File: src/verilog/usc_cfg.svh
`ifndef USC_CFG_SVH
`define USC_CFG_SVH

// ----------------------------------------------------------------
// Register byte addresses
// ----------------------------------------------------------------
`define USC_ADDR_RX_LEVEL 32'h5000_1084
`define USC_ADDR_RESET_TRIG 32'h5000_1088
`define USC_ADDR_RTS_COPY 32'h5000_108C
`define USC_ADDR_BREAK_COPY 32'h5000_1090
`define USC_ADDR_QUEUE_CTRL 32'h5000_1008
`define USC_ADDR_LINE_CTRL 32'h5000_100C
`define USC_ADDR_MODEM_CTRL 32'h5000_1010

// ----------------------------------------------------------------
// Field positions
// ----------------------------------------------------------------
`define USC_BIT_TX_FLUSH 2
`define USC_BIT_RX_FLUSH 1
`define USC_BIT_SOFT_RST 0
`define USC_BIT_COPY 0
`define USC_BIT_FIFO_EN 0
`define USC_BIT_Q_RX_FLUSH 1
`define USC_BIT_Q_TX_FLUSH 2
`define USC_TRIG_HI 7
`define USC_TRIG_LO 6
`define USC_BIT_BREAK 6
`define USC_BIT_RTS 1
`define USC_BIT_LOOP 4
`define USC_BIT_AUTO_FLOW 5
`define USC_BIT_SIR 6
`define USC_LEVEL_W 16

// ----------------------------------------------------------------
// Trigger codes
// ----------------------------------------------------------------
`define USC_TRIG_ONE 2'h0
`define USC_TRIG_QUARTER 2'h1
`define USC_TRIG_HALF 2'h2
`define USC_TRIG_NEAR_FULL 2'h3
`define USC_TRIG_SHORT 2

// ----------------------------------------------------------------
// Reset values and bus answers
// ----------------------------------------------------------------
`define USC_RST_BIT 1'b0
`define USC_RST_TRIG 2'h0
`define USC_RST_LEVEL 16'h0000
`define USC_RESP_OKAY 2'h0
`define USC_RESP_SLVERR 2'h2

// ----------------------------------------------------------------
// Timing
// ----------------------------------------------------------------
`define USC_CLK_HZ 40000000
`define USC_SIR_PULSE_NS 1600
`define USC_SIR_PERIOD_NS 10000
`define USC_NS_PER_S 1000000000

`endif

File: src/verilog/usc_pkg.sv
package usc_pkg;

    typedef logic [31:0] usc_word_t;
    typedef logic [15:0] usc_level_t;
    typedef logic [3:0] usc_strb_t;
    typedef logic [2:0] usc_prot_t;
    typedef logic [1:0] usc_resp_t;

    typedef enum logic {
        USC_BUS_IDLE = 1'b0,
        USC_BUS_RESP = 1'b1
    } usc_bus_st_t;

endpackage

File: src/verilog/usc_rst_if.sv
`timescale 1ns/100ps

interface usc_rst_if;
    logic req;
    logic rst_n;

    modport ctl (output req, input rst_n);
    modport sync (input req, output rst_n);
endinterface

File: src/verilog/usc_rst_sync.sv
`timescale 1ns/100ps

module usc_rst_sync (
    input wire logic clk_in,
    input wire logic nrst_in,
    input wire logic ce_in,
    usc_rst_if.sync rif
);
    import usc_pkg::*;

    logic [1:0] stage_q;
    logic [1:0] stage_d;

    // ----------------------------------------------------------------
    // Release shifter
    // ----------------------------------------------------------------
    always_comb begin
        stage_d = {stage_q[0], 1'b1};
        if (!nrst_in) begin
            stage_d = 2'b00;
        end else if (!ce_in) begin
            stage_d = stage_q;
        end
    end

    always_ff @(posedge clk_in or posedge rif.req) begin
        if (rif.req) begin
            stage_q <= 2'b00;
        end else begin
            stage_q <= stage_d;
        end
    end

    assign rif.rst_n = stage_q[1];

endmodule

File: src/verilog/usc_top.sv
// Function
// - Fill level register returns receive queue entry count, zero after reset.
// - Writing one to transmit flush bit empties the transmit queue.
// - Writing one to receive flush bit empties the receive queue.
// - Both flush trigger bits clear themselves after acting.
// - Soft reset bit asserts controller reset at once, releases it on clock.
// - Soft reset covers register and serial side logic, not the bus slave.
// - Request copy and modem control request bit share one storage.
// - Without auto flow or loopback, request output low while request bit is one.
// - Auto flow with queues on forces request high at or above trigger level.
// - Loopback holds request pin high, loops request bit internally.
// - Break copy and line control break bit share one storage.
// - Outside loopback, break holds serial output low until cleared.
// - Outside loopback, infrared mode with break pulses infrared output continuously.
// - Loopback routes break to own receiver, not the output line.
// - Two-bit trigger picks one, quarter, half or two short of full.
`include "usc_cfg.svh"
`timescale 1ns/100ps

module usc_top #(
    parameter int FIFO_DEPTH = 16,
    parameter int SIR_PULSE_CYC =
        (`USC_SIR_PULSE_NS * (`USC_CLK_HZ / 1000000) + 999) / 1000,
    parameter int SIR_PERIOD_CYC =
        (`USC_SIR_PERIOD_NS * (`USC_CLK_HZ / 1000000)) / 1000
) (
    input wire logic CLK_IN,
    input wire logic NRST_IN,
    input wire logic CE_IN,
    input wire usc_pkg::usc_word_t S_AXI_AWADDR_IN,
    input wire usc_pkg::usc_prot_t S_AXI_AWPROT_IN,
    input wire logic S_AXI_AWVALID_IN,
    output logic S_AXI_AWREADY_OUT,
    input wire usc_pkg::usc_word_t S_AXI_WDATA_IN,
    input wire usc_pkg::usc_strb_t S_AXI_WSTRB_IN,
    input wire logic S_AXI_WVALID_IN,
    output logic S_AXI_WREADY_OUT,
    output usc_pkg::usc_resp_t S_AXI_BRESP_OUT,
    output logic S_AXI_BVALID_OUT,
    input wire logic S_AXI_BREADY_IN,
    input wire usc_pkg::usc_word_t S_AXI_ARADDR_IN,
    input wire usc_pkg::usc_prot_t S_AXI_ARPROT_IN,
    input wire logic S_AXI_ARVALID_IN,
    output logic S_AXI_ARREADY_OUT,
    output usc_pkg::usc_word_t S_AXI_RDATA_OUT,
    output usc_pkg::usc_resp_t S_AXI_RRESP_OUT,
    output logic S_AXI_RVALID_OUT,
    input wire logic S_AXI_RREADY_IN,
    input wire usc_pkg::usc_level_t RX_LEVEL_IN,
    input wire logic TX_SOUT_IN,
    input wire logic TX_SIR_N_IN,
    output logic TX_FLUSH_OUT,
    output logic RX_FLUSH_OUT,
    output logic CTRL_RST_N_OUT,
    output logic RTS_N_OUT,
    output logic SOUT_OUT,
    output logic SIR_OUT_N_OUT,
    output logic LOOP_RTS_OUT,
    output logic LOOP_RX_OUT
);
    import usc_pkg::*;

    localparam int CNT_W = $clog2(SIR_PERIOD_CYC + 1);

    // ----------------------------------------------------------------
    // Functions
    // ----------------------------------------------------------------
    function automatic logic addr_hit(input usc_word_t a,
                                      input usc_word_t off);
        addr_hit = (a[31:2] == off[31:2]);
    endfunction

    function automatic usc_level_t trig_level(input logic [1:0] code);
        usc_level_t depth;
        depth = usc_level_t'(FIFO_DEPTH);
        case (code)
            `USC_TRIG_ONE: trig_level = usc_level_t'(1);
            `USC_TRIG_QUARTER: trig_level = depth >> 2;
            `USC_TRIG_HALF: trig_level = depth >> 1;
            `USC_TRIG_NEAR_FULL: trig_level = depth - usc_level_t'(`USC_TRIG_SHORT);
            default: trig_level = depth;
        endcase
    endfunction

    // ----------------------------------------------------------------
    // Controller reset synchroniser
    // ----------------------------------------------------------------
    usc_rst_if rif ();

    usc_rst_sync u_rst_sync (
        .clk_in (CLK_IN),
        .nrst_in (NRST_IN),
        .ce_in (CE_IN),
        .rif (rif)
    );

    logic ctl_rst;
    assign ctl_rst = !NRST_IN || !rif.rst_n;
    assign CTRL_RST_N_OUT = rif.rst_n;

    // ----------------------------------------------------------------
    // Bus slave state
    // ----------------------------------------------------------------
    usc_bus_st_t wst_q, wst_d, rst_q, rst_d;
    logic aw_have_q, aw_have_d, w_have_q, w_have_d;
    logic awready_q, awready_d, wready_q, wready_d, arready_q, arready_d;
    usc_word_t waddr_q, waddr_d, wdata_q, wdata_d, rdata_q, rdata_d;
    usc_strb_t wstrb_q, wstrb_d;
    usc_resp_t bresp_q, bresp_d, rresp_q, rresp_d;
    logic wr_en;

    // ----------------------------------------------------------------
    // Shadow and control register state
    // ----------------------------------------------------------------
    logic rts_q, rts_d, loop_q, loop_d, afc_q, afc_d, sir_q, sir_d;
    logic brk_q, brk_d, fen_q, fen_d;
    logic [1:0] trig_q, trig_d;
    logic txf_q, txf_d, rxf_q, rxf_d, ur_q, ur_d;
    usc_level_t lvl_q, lvl_d;
    logic map_ok;

    assign rif.req = ur_q;

    // ----------------------------------------------------------------
    // Bus slave next state
    // ----------------------------------------------------------------
    always_comb begin
        wst_d = wst_q;
        rst_d = rst_q;
        aw_have_d = aw_have_q;
        w_have_d = w_have_q;
        waddr_d = waddr_q;
        wdata_d = wdata_q;
        wstrb_d = wstrb_q;
        bresp_d = bresp_q;
        rresp_d = rresp_q;
        rdata_d = rdata_q;
        wr_en = 1'b0;
        map_ok = 1'b0;
        if (S_AXI_AWVALID_IN && awready_q) begin
            aw_have_d = 1'b1;
            waddr_d = S_AXI_AWADDR_IN;
        end
        if (S_AXI_WVALID_IN && wready_q) begin
            w_have_d = 1'b1;
            wdata_d = S_AXI_WDATA_IN;
            wstrb_d = S_AXI_WSTRB_IN;
        end
        if (wst_q == USC_BUS_RESP && S_AXI_BREADY_IN) begin
            wst_d = USC_BUS_IDLE;
        end
        if (aw_have_q && w_have_q && wst_q == USC_BUS_IDLE) begin
            wr_en = 1'b1;
            aw_have_d = 1'b0;
            w_have_d = 1'b0;
            wst_d = USC_BUS_RESP;
            map_ok = addr_hit(waddr_q, `USC_ADDR_RX_LEVEL) ||
                     addr_hit(waddr_q, `USC_ADDR_RESET_TRIG) ||
                     addr_hit(waddr_q, `USC_ADDR_RTS_COPY) ||
                     addr_hit(waddr_q, `USC_ADDR_BREAK_COPY) ||
                     addr_hit(waddr_q, `USC_ADDR_QUEUE_CTRL) ||
                     addr_hit(waddr_q, `USC_ADDR_LINE_CTRL) ||
                     addr_hit(waddr_q, `USC_ADDR_MODEM_CTRL);
            bresp_d = map_ok ? `USC_RESP_OKAY : `USC_RESP_SLVERR;
        end
        if (rst_q == USC_BUS_RESP && S_AXI_RREADY_IN) begin
            rst_d = USC_BUS_IDLE;
        end
        if (S_AXI_ARVALID_IN && arready_q) begin
            rst_d = USC_BUS_RESP;
            rresp_d = `USC_RESP_OKAY;
            rdata_d = '0;
            if (addr_hit(S_AXI_ARADDR_IN, `USC_ADDR_RX_LEVEL)) begin
                rdata_d[`USC_LEVEL_W-1:0] = lvl_q;
            end else if (addr_hit(S_AXI_ARADDR_IN, `USC_ADDR_RTS_COPY)) begin
                rdata_d[`USC_BIT_COPY] = rts_q;
            end else if (addr_hit(S_AXI_ARADDR_IN, `USC_ADDR_BREAK_COPY)) begin
                rdata_d[`USC_BIT_COPY] = brk_q;
            end else if (addr_hit(S_AXI_ARADDR_IN, `USC_ADDR_MODEM_CTRL)) begin
                rdata_d[`USC_BIT_RTS] = rts_q;
                rdata_d[`USC_BIT_LOOP] = loop_q;
                rdata_d[`USC_BIT_AUTO_FLOW] = afc_q;
                rdata_d[`USC_BIT_SIR] = sir_q;
            end else if (addr_hit(S_AXI_ARADDR_IN, `USC_ADDR_LINE_CTRL)) begin
                rdata_d[`USC_BIT_BREAK] = brk_q;
            end else if (addr_hit(S_AXI_ARADDR_IN, `USC_ADDR_QUEUE_CTRL)) begin
                rdata_d[`USC_BIT_FIFO_EN] = fen_q;
                rdata_d[`USC_TRIG_HI:`USC_TRIG_LO] = trig_q;
            end else if (!addr_hit(S_AXI_ARADDR_IN,
                                   `USC_ADDR_RESET_TRIG)) begin
                rresp_d = `USC_RESP_SLVERR;
            end
        end
        awready_d = !aw_have_d && (wst_d == USC_BUS_IDLE);
        wready_d = !w_have_d && (wst_d == USC_BUS_IDLE);
        arready_d = (rst_d == USC_BUS_IDLE);
        if (!NRST_IN) begin
            wst_d = USC_BUS_IDLE;
            rst_d = USC_BUS_IDLE;
            aw_have_d = 1'b0;
            w_have_d = 1'b0;
            awready_d = 1'b0;
            wready_d = 1'b0;
            arready_d = 1'b0;
            bresp_d = `USC_RESP_OKAY;
            rresp_d = `USC_RESP_OKAY;
            rdata_d = '0;
        end
    end

    always_ff @(posedge CLK_IN) begin
        if (CE_IN || !NRST_IN) begin
            wst_q <= wst_d;
            rst_q <= rst_d;
            aw_have_q <= aw_have_d;
            w_have_q <= w_have_d;
            awready_q <= awready_d;
            wready_q <= wready_d;
            arready_q <= arready_d;
            waddr_q <= waddr_d;
            wdata_q <= wdata_d;
            wstrb_q <= wstrb_d;
            bresp_q <= bresp_d;
            rresp_q <= rresp_d;
            rdata_q <= rdata_d;
        end
    end

    assign S_AXI_AWREADY_OUT = awready_q;
    assign S_AXI_WREADY_OUT = wready_q;
    assign S_AXI_ARREADY_OUT = arready_q;
    assign S_AXI_BVALID_OUT = wst_q;
    assign S_AXI_RVALID_OUT = rst_q;
    assign S_AXI_BRESP_OUT = bresp_q;
    assign S_AXI_RRESP_OUT = rresp_q;
    assign S_AXI_RDATA_OUT = rdata_q;

    // ----------------------------------------------------------------
    // Register next state
    // ----------------------------------------------------------------
    always_comb begin
        rts_d = rts_q;
        loop_d = loop_q;
        afc_d = afc_q;
        sir_d = sir_q;
        brk_d = brk_q;
        fen_d = fen_q;
        trig_d = trig_q;
        txf_d = 1'b0;
        rxf_d = 1'b0;
        ur_d = 1'b0;
        lvl_d = RX_LEVEL_IN;
        if (wr_en && wstrb_q[0]) begin
            if (addr_hit(waddr_q, `USC_ADDR_RESET_TRIG)) begin
                txf_d = wdata_q[`USC_BIT_TX_FLUSH];
                rxf_d = wdata_q[`USC_BIT_RX_FLUSH];
                ur_d = wdata_q[`USC_BIT_SOFT_RST];
            end
            if (addr_hit(waddr_q, `USC_ADDR_RTS_COPY)) begin
                rts_d = wdata_q[`USC_BIT_COPY];
            end
            if (addr_hit(waddr_q, `USC_ADDR_BREAK_COPY)) begin
                brk_d = wdata_q[`USC_BIT_COPY];
            end
            if (addr_hit(waddr_q, `USC_ADDR_MODEM_CTRL)) begin
                rts_d = wdata_q[`USC_BIT_RTS];
                loop_d = wdata_q[`USC_BIT_LOOP];
                afc_d = wdata_q[`USC_BIT_AUTO_FLOW];
                sir_d = wdata_q[`USC_BIT_SIR];
            end
            if (addr_hit(waddr_q, `USC_ADDR_LINE_CTRL)) begin
                brk_d = wdata_q[`USC_BIT_BREAK];
            end
            if (addr_hit(waddr_q, `USC_ADDR_QUEUE_CTRL)) begin
                fen_d = wdata_q[`USC_BIT_FIFO_EN];
                trig_d = wdata_q[`USC_TRIG_HI:`USC_TRIG_LO];
                txf_d = wdata_q[`USC_BIT_Q_TX_FLUSH] ||
                        (fen_q && !fen_d);
                rxf_d = wdata_q[`USC_BIT_Q_RX_FLUSH] ||
                        (fen_q && !fen_d);
            end
        end
        if (ctl_rst) begin
            rts_d = `USC_RST_BIT;
            loop_d = `USC_RST_BIT;
            afc_d = `USC_RST_BIT;
            sir_d = `USC_RST_BIT;
            brk_d = `USC_RST_BIT;
            fen_d = `USC_RST_BIT;
            trig_d = `USC_RST_TRIG;
            txf_d = `USC_RST_BIT;
            rxf_d = `USC_RST_BIT;
            ur_d = `USC_RST_BIT;
            lvl_d = `USC_RST_LEVEL;
        end
    end

    always_ff @(posedge CLK_IN) begin
        if (CE_IN || ctl_rst) begin
            rts_q <= rts_d;
            loop_q <= loop_d;
            afc_q <= afc_d;
            sir_q <= sir_d;
            brk_q <= brk_d;
            fen_q <= fen_d;
            trig_q <= trig_d;
            txf_q <= txf_d;
            rxf_q <= rxf_d;
            ur_q <= ur_d;
            lvl_q <= lvl_d;
        end
    end

    assign TX_FLUSH_OUT = txf_q;
    assign RX_FLUSH_OUT = rxf_q;

    // ----------------------------------------------------------------
    // Serial side next state
    // ----------------------------------------------------------------
    logic rts_n_q, rts_n_d, sout_q, sout_d, sir_n_q, sir_n_d;
    logic lrts_q, lrts_d, lrx_q, lrx_d;
    logic [CNT_W-1:0] cnt_q, cnt_d;

    always_comb begin
        cnt_d = cnt_q + CNT_W'(1);
        if (!brk_q || cnt_q >= CNT_W'(SIR_PERIOD_CYC - 1)) begin
            cnt_d = '0;
        end
        rts_n_d = !rts_q;
        if (afc_q && fen_q && lvl_q >= trig_level(trig_q)) begin
            rts_n_d = 1'b1;
        end
        lrts_d = 1'b0;
        lrx_d = 1'b1;
        sout_d = brk_q ? 1'b0 : TX_SOUT_IN;
        sir_n_d = 1'b1;
        if (sir_q) begin
            sir_n_d = brk_q ? (cnt_q >= CNT_W'(SIR_PULSE_CYC)) :
                              TX_SIR_N_IN;
        end
        if (loop_q) begin
            rts_n_d = 1'b1;
            lrts_d = rts_q;
            lrx_d = brk_q ? 1'b0 : TX_SOUT_IN;
            sout_d = 1'b1;
            sir_n_d = 1'b1;
        end
        if (ctl_rst) begin
            cnt_d = '0;
            rts_n_d = 1'b1;
            sout_d = 1'b1;
            sir_n_d = 1'b1;
            lrts_d = 1'b0;
            lrx_d = 1'b1;
        end
    end

    always_ff @(posedge CLK_IN) begin
        if (CE_IN || ctl_rst) begin
            cnt_q <= cnt_d;
            rts_n_q <= rts_n_d;
            sout_q <= sout_d;
            sir_n_q <= sir_n_d;
            lrts_q <= lrts_d;
            lrx_q <= lrx_d;
        end
    end

    assign RTS_N_OUT = rts_n_q;
    assign SOUT_OUT = sout_q;
    assign SIR_OUT_N_OUT = sir_n_q;
    assign LOOP_RTS_OUT = lrts_q;
    assign LOOP_RX_OUT = lrx_q;

endmodule
File: config.mk
export PLATFORM = sky130hd
export DESIGN_NAME = usc_top
export DESIGN_NICKNAME = d
export VERILOG_FILES = /design/src/verilog/usc_pkg.sv /design/src/verilog/usc_rst_if.sv /design/src/verilog/usc_rst_sync.sv /design/src/verilog/usc_top.sv
export VERILOG_INCLUDE_DIRS = /design/src /design/src/verilog
export SDC_FILE = /design/constraint.sdc
export NUM_CORES = 1
export LEC_CHECK = 0
export ABC_AREA = 1
export BUFFER_PORTS_ARGS = -buffer_cell sky130_fd_sc_hd__buf_4
export CAP_MARGIN = 20
export CELL_PAD_IN_SITES_DETAIL_PLACEMENT = 1
export CELL_PAD_IN_SITES_GLOBAL_PLACEMENT = 2
export CORE_MARGIN = 4
export CORE_UTILIZATION = 30
export DETAILED_ROUTE_END_ITERATION = 10
export GPL_ROUTABILITY_DRIVEN = 0
export PLACE_DENSITY_LB_ADDON = 0.2
export SKIP_CTS_REPAIR_TIMING = 1
export SLEW_MARGIN = 20
export SYNTH_ARGS = -nofsm -noshare
export SYNTH_HDL_FRONTEND = slang
export SYNTH_SLANG_ARGS = --single-unit
File: constraint.sdc
create_clock -name CLK_IN -period 2.6 [get_ports CLK_IN]
set_input_delay 0.26 -clock CLK_IN [delete_from_list [all_inputs] [get_ports CLK_IN]]
set_output_delay 0.26 -clock CLK_IN [all_outputs]
set_load 0.03 [all_outputs]
## Word level (Yosys, flattened, before mapping)

Index checks and enable logic that the tools add are counted.

| storage, ports and cells | value |
|---|---|
| register bits | 111 |
| input port bits | 132 |
| output and inout port bits | 49 |
| word-level logic and storage cells | 180 |

| operators by class | value |
|---|---|
| $add $sub $neg | 1 |
| $lt $le $gt $ge | 3 |
| equality and inequality tests | 20 |
| multiplexer cells | 65 |
| bitwise gates (word level) | 7 |
| reduce and logical (&&, ||, !) cells | 53 |

Operators with widths:

| cell | count |
|---|---|
| $eq A30 B29 Y1 const B | 14 |
| $pmux W16 S4 | 1 |
| $mux W1 | 41 |
| $mux W2 | 18 |
| $ge A16 B16 Y1 | 1 |
| $mux W16 | 1 |
| $logic_and A1 B1 Y1 | 13 |
| $logic_or A1 B1 Y1 | 12 |
| $mux W4 | 3 |
| $reduce_and A3 Y1 | 4 |
| $add A9 B1 Y9 const B | 1 |
| $ge A9 B7 Y1 const B | 1 |
| $ge A9 B9 Y1 const B | 1 |
| $reduce_or A3 Y1 | 3 |
| $mux W8 | 1 |
| $reduce_and A2 Y1 | 4 |
| $reduce_or A2 Y1 | 4 |
| $logic_not A1 Y1 | 7 |
| $not A1 Y1 | 7 |
| $ne A2 B1 Y1 const B | 3 |
| $reduce_bool A2 Y1 | 3 |
| $reduce_bool A3 Y1 | 2 |
| $eq A2 B2 Y1 const B | 2 |
| $eq A2 B1 Y1 const B | 1 |
| $logic_not A2 Y1 | 1 |

## Logic depth before layout (Yosys ltp)

| depth | value |
|---|---|
| depth after elaboration | 9 |
| depth in mapped cells | 12 |
| depth with buffers taken out | 12 |

## Hierarchy

From an unflattened synthesis, not the netlist that was laid out.

| second synthesis, totals | value |
|---|---|
| cells, all modules | 521 |
| area total of the unflattened synthesis | 5232.5 µm² |

By module, submodules not included:

| module | instances | cells each | area an instance (µm²) | seq. area each (µm²) |
|---|---|---|---|---|
| usc_top | 1 | 513 | 5153.7 | 3123.0 |
| usc_rst_sync | 1 | 8 | 78.8 | 50.0 |

## Worst setup path before layout

No wires, ideal clock.

| path | value |
|---|---|
| path kind | register to register |
| start point | register awready_q (netlist: S_AXI_AWREADY_OUT) |
| end point | register waddr_q[10], enable pin |
| library setup time | 0.417 ns |
| data arrival time | 1.903 ns |
| data required time | 2.183 ns |
| path slack | 0.280 ns |
| stages on the path, launching flop included | 3 |
| path buffers | 0 |
| clock period less this slack | 2.320 ns |
| cell sequence | edfxtp_1 nand2_1 nor2_1 |

| between the ends | value |
|---|---|
| longest elaborated chain between the ends | 2 |

RTL lines:

| what | RTL line | RTL |
|---|---|---|
| from (decl) | usc_top.sv:106 | `logic awready_q, awready_d, wready_q, wready_d, arready_q, arready_d;` |
| from (signal assigned) | usc_top.sv:217 | `awready_q <= awready_d;` |
| $logic_and A1 B1 Y1 | usc_top.sv:140 | `if (S_AXI_AWVALID_IN && awready_q) begin` |
| $reduce_and A2 Y1 (no line) | n/a |  |
| to (signal assigned) | usc_top.sv:220 | `waddr_q <= waddr_d;` |
| to (decl) | usc_top.sv:107 | `usc_word_t waddr_q, waddr_d, wdata_q, wdata_d, rdata_q, rdata_d;` |

Every way passes these cells.
A chain may end at the register's enable or synchronous reset.

## Final worst setup path

| path | value |
|---|---|
| start point | register waddr_q[11] |
| end point | register afc_q, enable pin |

| between the ends | value |
|---|---|
| longest elaborated chain between the ends | 3 |

RTL lines:

| what | RTL line | RTL |
|---|---|---|
| $eq A30 B29 Y1 | usc_top.sv:70 | `addr_hit = (a[31:2] == off[31:2]);` |
| $reduce_bool A2 Y1 (no line) | n/a |  |
| $reduce_and A3 Y1 (no line) | n/a |  |
| to (signal assigned) | usc_top.sv:302 | `afc_q <= afc_d;` |
| to (decl) | usc_top.sv:115 | `logic rts_q, rts_d, loop_q, loop_d, afc_q, afc_d, sir_q, sir_d;` |

Every way passes these cells.

==> metrics.yaml <==
detailed_routing:
  drc: 0
  firstDrtPassIters: 4
  via_per_inst: 4.31
  drtIter0Drc: 109
  postRouteAntennaNets: 0
  drt-total-wl_mm: 11.5
  drt-wirelength-per-cell_um: 13.1
  dr_total_vias: 3792
synth:
  async_flop_share_pct: 1.89
  syn_area_per_cell_um2: 10.1
  syn_inst: 519
  synth_edf_count: 104
  syn_area_um2: 5220
  ys_ff_latch: 106
  yosysWarnings: 0
  synthFlopType: "edfxtp_1"
  ys_types: 41
  seq_area_frac_synth_pct: 60.7
power_and_ir_drop:
  power.switching_uw: 881
  clkPwrFrac_pct: 36.4
  power.leakage_nw: 2.84
  power_frac_comb_pct: 10.7
  internal_power_mw: 2.87
  pwr-share-seq_pct: 52.9
  peakVddDrop_mv: 0.299
  power.density_nw_per_um2: 564
  p_sw_share_pct: 23.5
clock_tree:
  clk_latency_ns: 0.34
  cts_buffers: 9
  cts-root-buf: "clkbuf_16"
  clock_path_buffers: 2
  cts_tree: "built"
  clock_sinks: 106
  clkSlewWorstSetupHoldPaths_ns: 0.07
  htree_levels: 3
finish:
  nets: 792
  n_fill_cell: 1955
  utilization_pct: 39.6
  final_common_cell: "buf_4"
  antenna_cells: 0
  area_growth_pct: 27.6
  layout_common_cells: "129 x buf_4, 104 x edfxtp_1, 92 x inv_1"
  final_layout_size_suffix_gt1_share_pct: 27.8
sta:
  rsz0062_at_grt: "false"
  setup_viol: 0
  max_clock_freq_mhz: 595
  slew_violations: 0
  fin_crit_ns: 1.68
  fin_setup_tns_ns: 0
  hold_ws_ns: 0.0857
  clock_skew_ns: 0.00880
  timing.final.crit_share_pct: 64.6
  final-hold-violation-count: 0
setup_path:
  crit_slowest_cell: "edfxtp_1"
  rr_startpoint: "waddr_q[11]$_DFFE_PP_"
  critPathMaxFanout: 4
  worstSetupPathType: "reg2reg"
  crit_top_cell: "nand2_1"
  crit_path_start_kind: "flip-flop"
  slowest_delay_ns: 0.37
  end_kind: "flip-flop"
  crit_arrival_ns: 1.73
  critPathRequiredTime_ns: 2.65
  critical_path.startpoint: "waddr_q[11]$_DFFE_PP_"
  path_cells: "inv_1, nand2_1, nor3_4, nand2_1, nor2_1, nand3_1, inv_1, nand2_1, nand2_1"
worst_hold_path:
  min_from: "S_AXI_WDATA_IN[7]"
  hp-class: "in2reg"
die:
  start_util_pct: 31.1
  die_h_um: 140
  pin_count: 181
  core_area_um2: 16800
  die-area_um2: 19600
  fp.dieW_um: 140
  num_rows: 47
global_routing:
  grt.met1_usage_pct: 13.7
  track_usage_pct: 12.0
  gr-total-overflow: 0
  grt_max_degree: 34
  grt_use_met2_pct: 21.7
  gr-max-usage-layer: "met2"
  grt_util_met3_pct: 3.68
  grt_antenna_before_repair: 0
  grt_pass1_wl_mm: 19.0
  grt_pass1_vias: 4041
placement:
  numPortBuffers: 124
  dp_hpwl_mm: 9.30
run_status:
  status: "finished, final reports clean"
flow_run:
  maxCapViolCount: 0
## state kept, by name, indices dropped and copies added, names as in the netlist, 2 cells and up
| name | flops |
|---|---|
| trig_q | 2 |
| waddr_q | 30 |
| wdata_q | 7 |
| lvl_q | 16 |
| u_rst_sync.stage_q | 2 |
| cnt_q | 9 |
| S_AXI_RDATA_OUT | 16 |
## layout make-up
cell class                 count  area (µm²)  area share [%]
inverter                      97         364            5.46
timing repair buffer         129         968            14.5
clock buffer                   9         225            3.38
tap                          220         275            4.13
sequential                   106        3170            47.6
clock inverter                 7        78.8            1.18
multi-input combinational    311        1580            23.7
## critical path: cells and delay by family, from the launching register on
family,cells,cell delay [ns]
AND/OR/NAND/NOR,7,0.86
flip-flops,1,0.37
buffers and inverters,2,0.16
## routing by layer
layer  up-vias  wire length (µm)
li1       1913                 -
met1      1766              4570
met2       100              6020
met3        13               735
met4         0               158
met5         -                 0
## path summary, 6_finish.rpt
check | to | slack (ns) | depth (start not counted)
worst max-delay path | afc_q$_SDFFCE_PN0P_ | 0.92 | 9
worst min-delay path | wdata_q[7]$_DFFE_PP_ | 0.09 | 1
worst max register to register | afc_q$_SDFFCE_PN0P_ | 0.92 | 9
worst min register to register | u_rst_sync.stage_q[1]$_DFFE_PP0N_ | 0.12 | 1
max in group asynchronous | u_rst_sync.stage_q[0]$_DFFE_PP0N_ | 2.37 | 1
min in group asynchronous | u_rst_sync.stage_q[1]$_DFFE_PP0N_ | 0.12 | 1
## Yosys cell counts, types with 3 or more instances
master | instances | area, µm²
a21oi_1 | 9 | 45.0
buf_4 | 18 | 135
edfxtp_1 | 104 | 3120
ha_1 | 6 | 75.1
inv_1 | 92 | 345
inv_2 | 4 | 15.0
nand2_1 | 84 | 315
nand3_1 | 38 | 190
nand3_2 | 3 | 30.0
nand4_1 | 7 | 43.8
nor2_1 | 88 | 330
nor2_2 | 7 | 43.8
nor2_4 | 12 | 135
nor3_1 | 5 | 25.0
o21ai_0 | 6 | 30.0
## cells by family after synthesis
| logic type | after synthesis | share of synthesized area (%) |
|---|---|---|
| xor gates and xnor gates | 3 | 0.503 |
| and+or+nand+nor | 258 | 23.9 |
| AOI/OAI and AO/OA | 26 | 3.07 |
| other | 1 | 0.0718 |
| adders and majority gates | 6 | 1.44 |
| DFF | 106 | 60.7 |
| buffers and inverters | 119 | 10.3 |
## power groups by stage
stage / logic, mW / registers [mW] / clock network [mW]
3_3_place_gp: 0.398 / 2.03 / 0
6_report: 0.401 / 1.99 / 1.37
2_1_floorplan: 0.184 / 2.07 / 0
3_5_place_dp: 0.408 / 2.03 / 0
5_1_grt: 0.443 / 2.00 / 1.49
4_1_cts: 0.410 / 1.99 / 1.43
## stage by stage
stage | total power [mW] | instances | setup slack, ns | area (µm²)
2_1_floorplan | 2.25 | 536 | 0.280 | 5290
3_3_place_gp | 2.42 | 863 | 0.840 | 6360
3_5_place_dp | 2.44 | 863 | 0.799 | 6360
4_1_cts | 3.83 | 879 | 0.880 | 6660
5_1_grt | 3.93 | 879 | 0.680 | 6660
6_report | 3.76 | 879 | 0.920 | 6660
(Power assumes the default switching activity.)
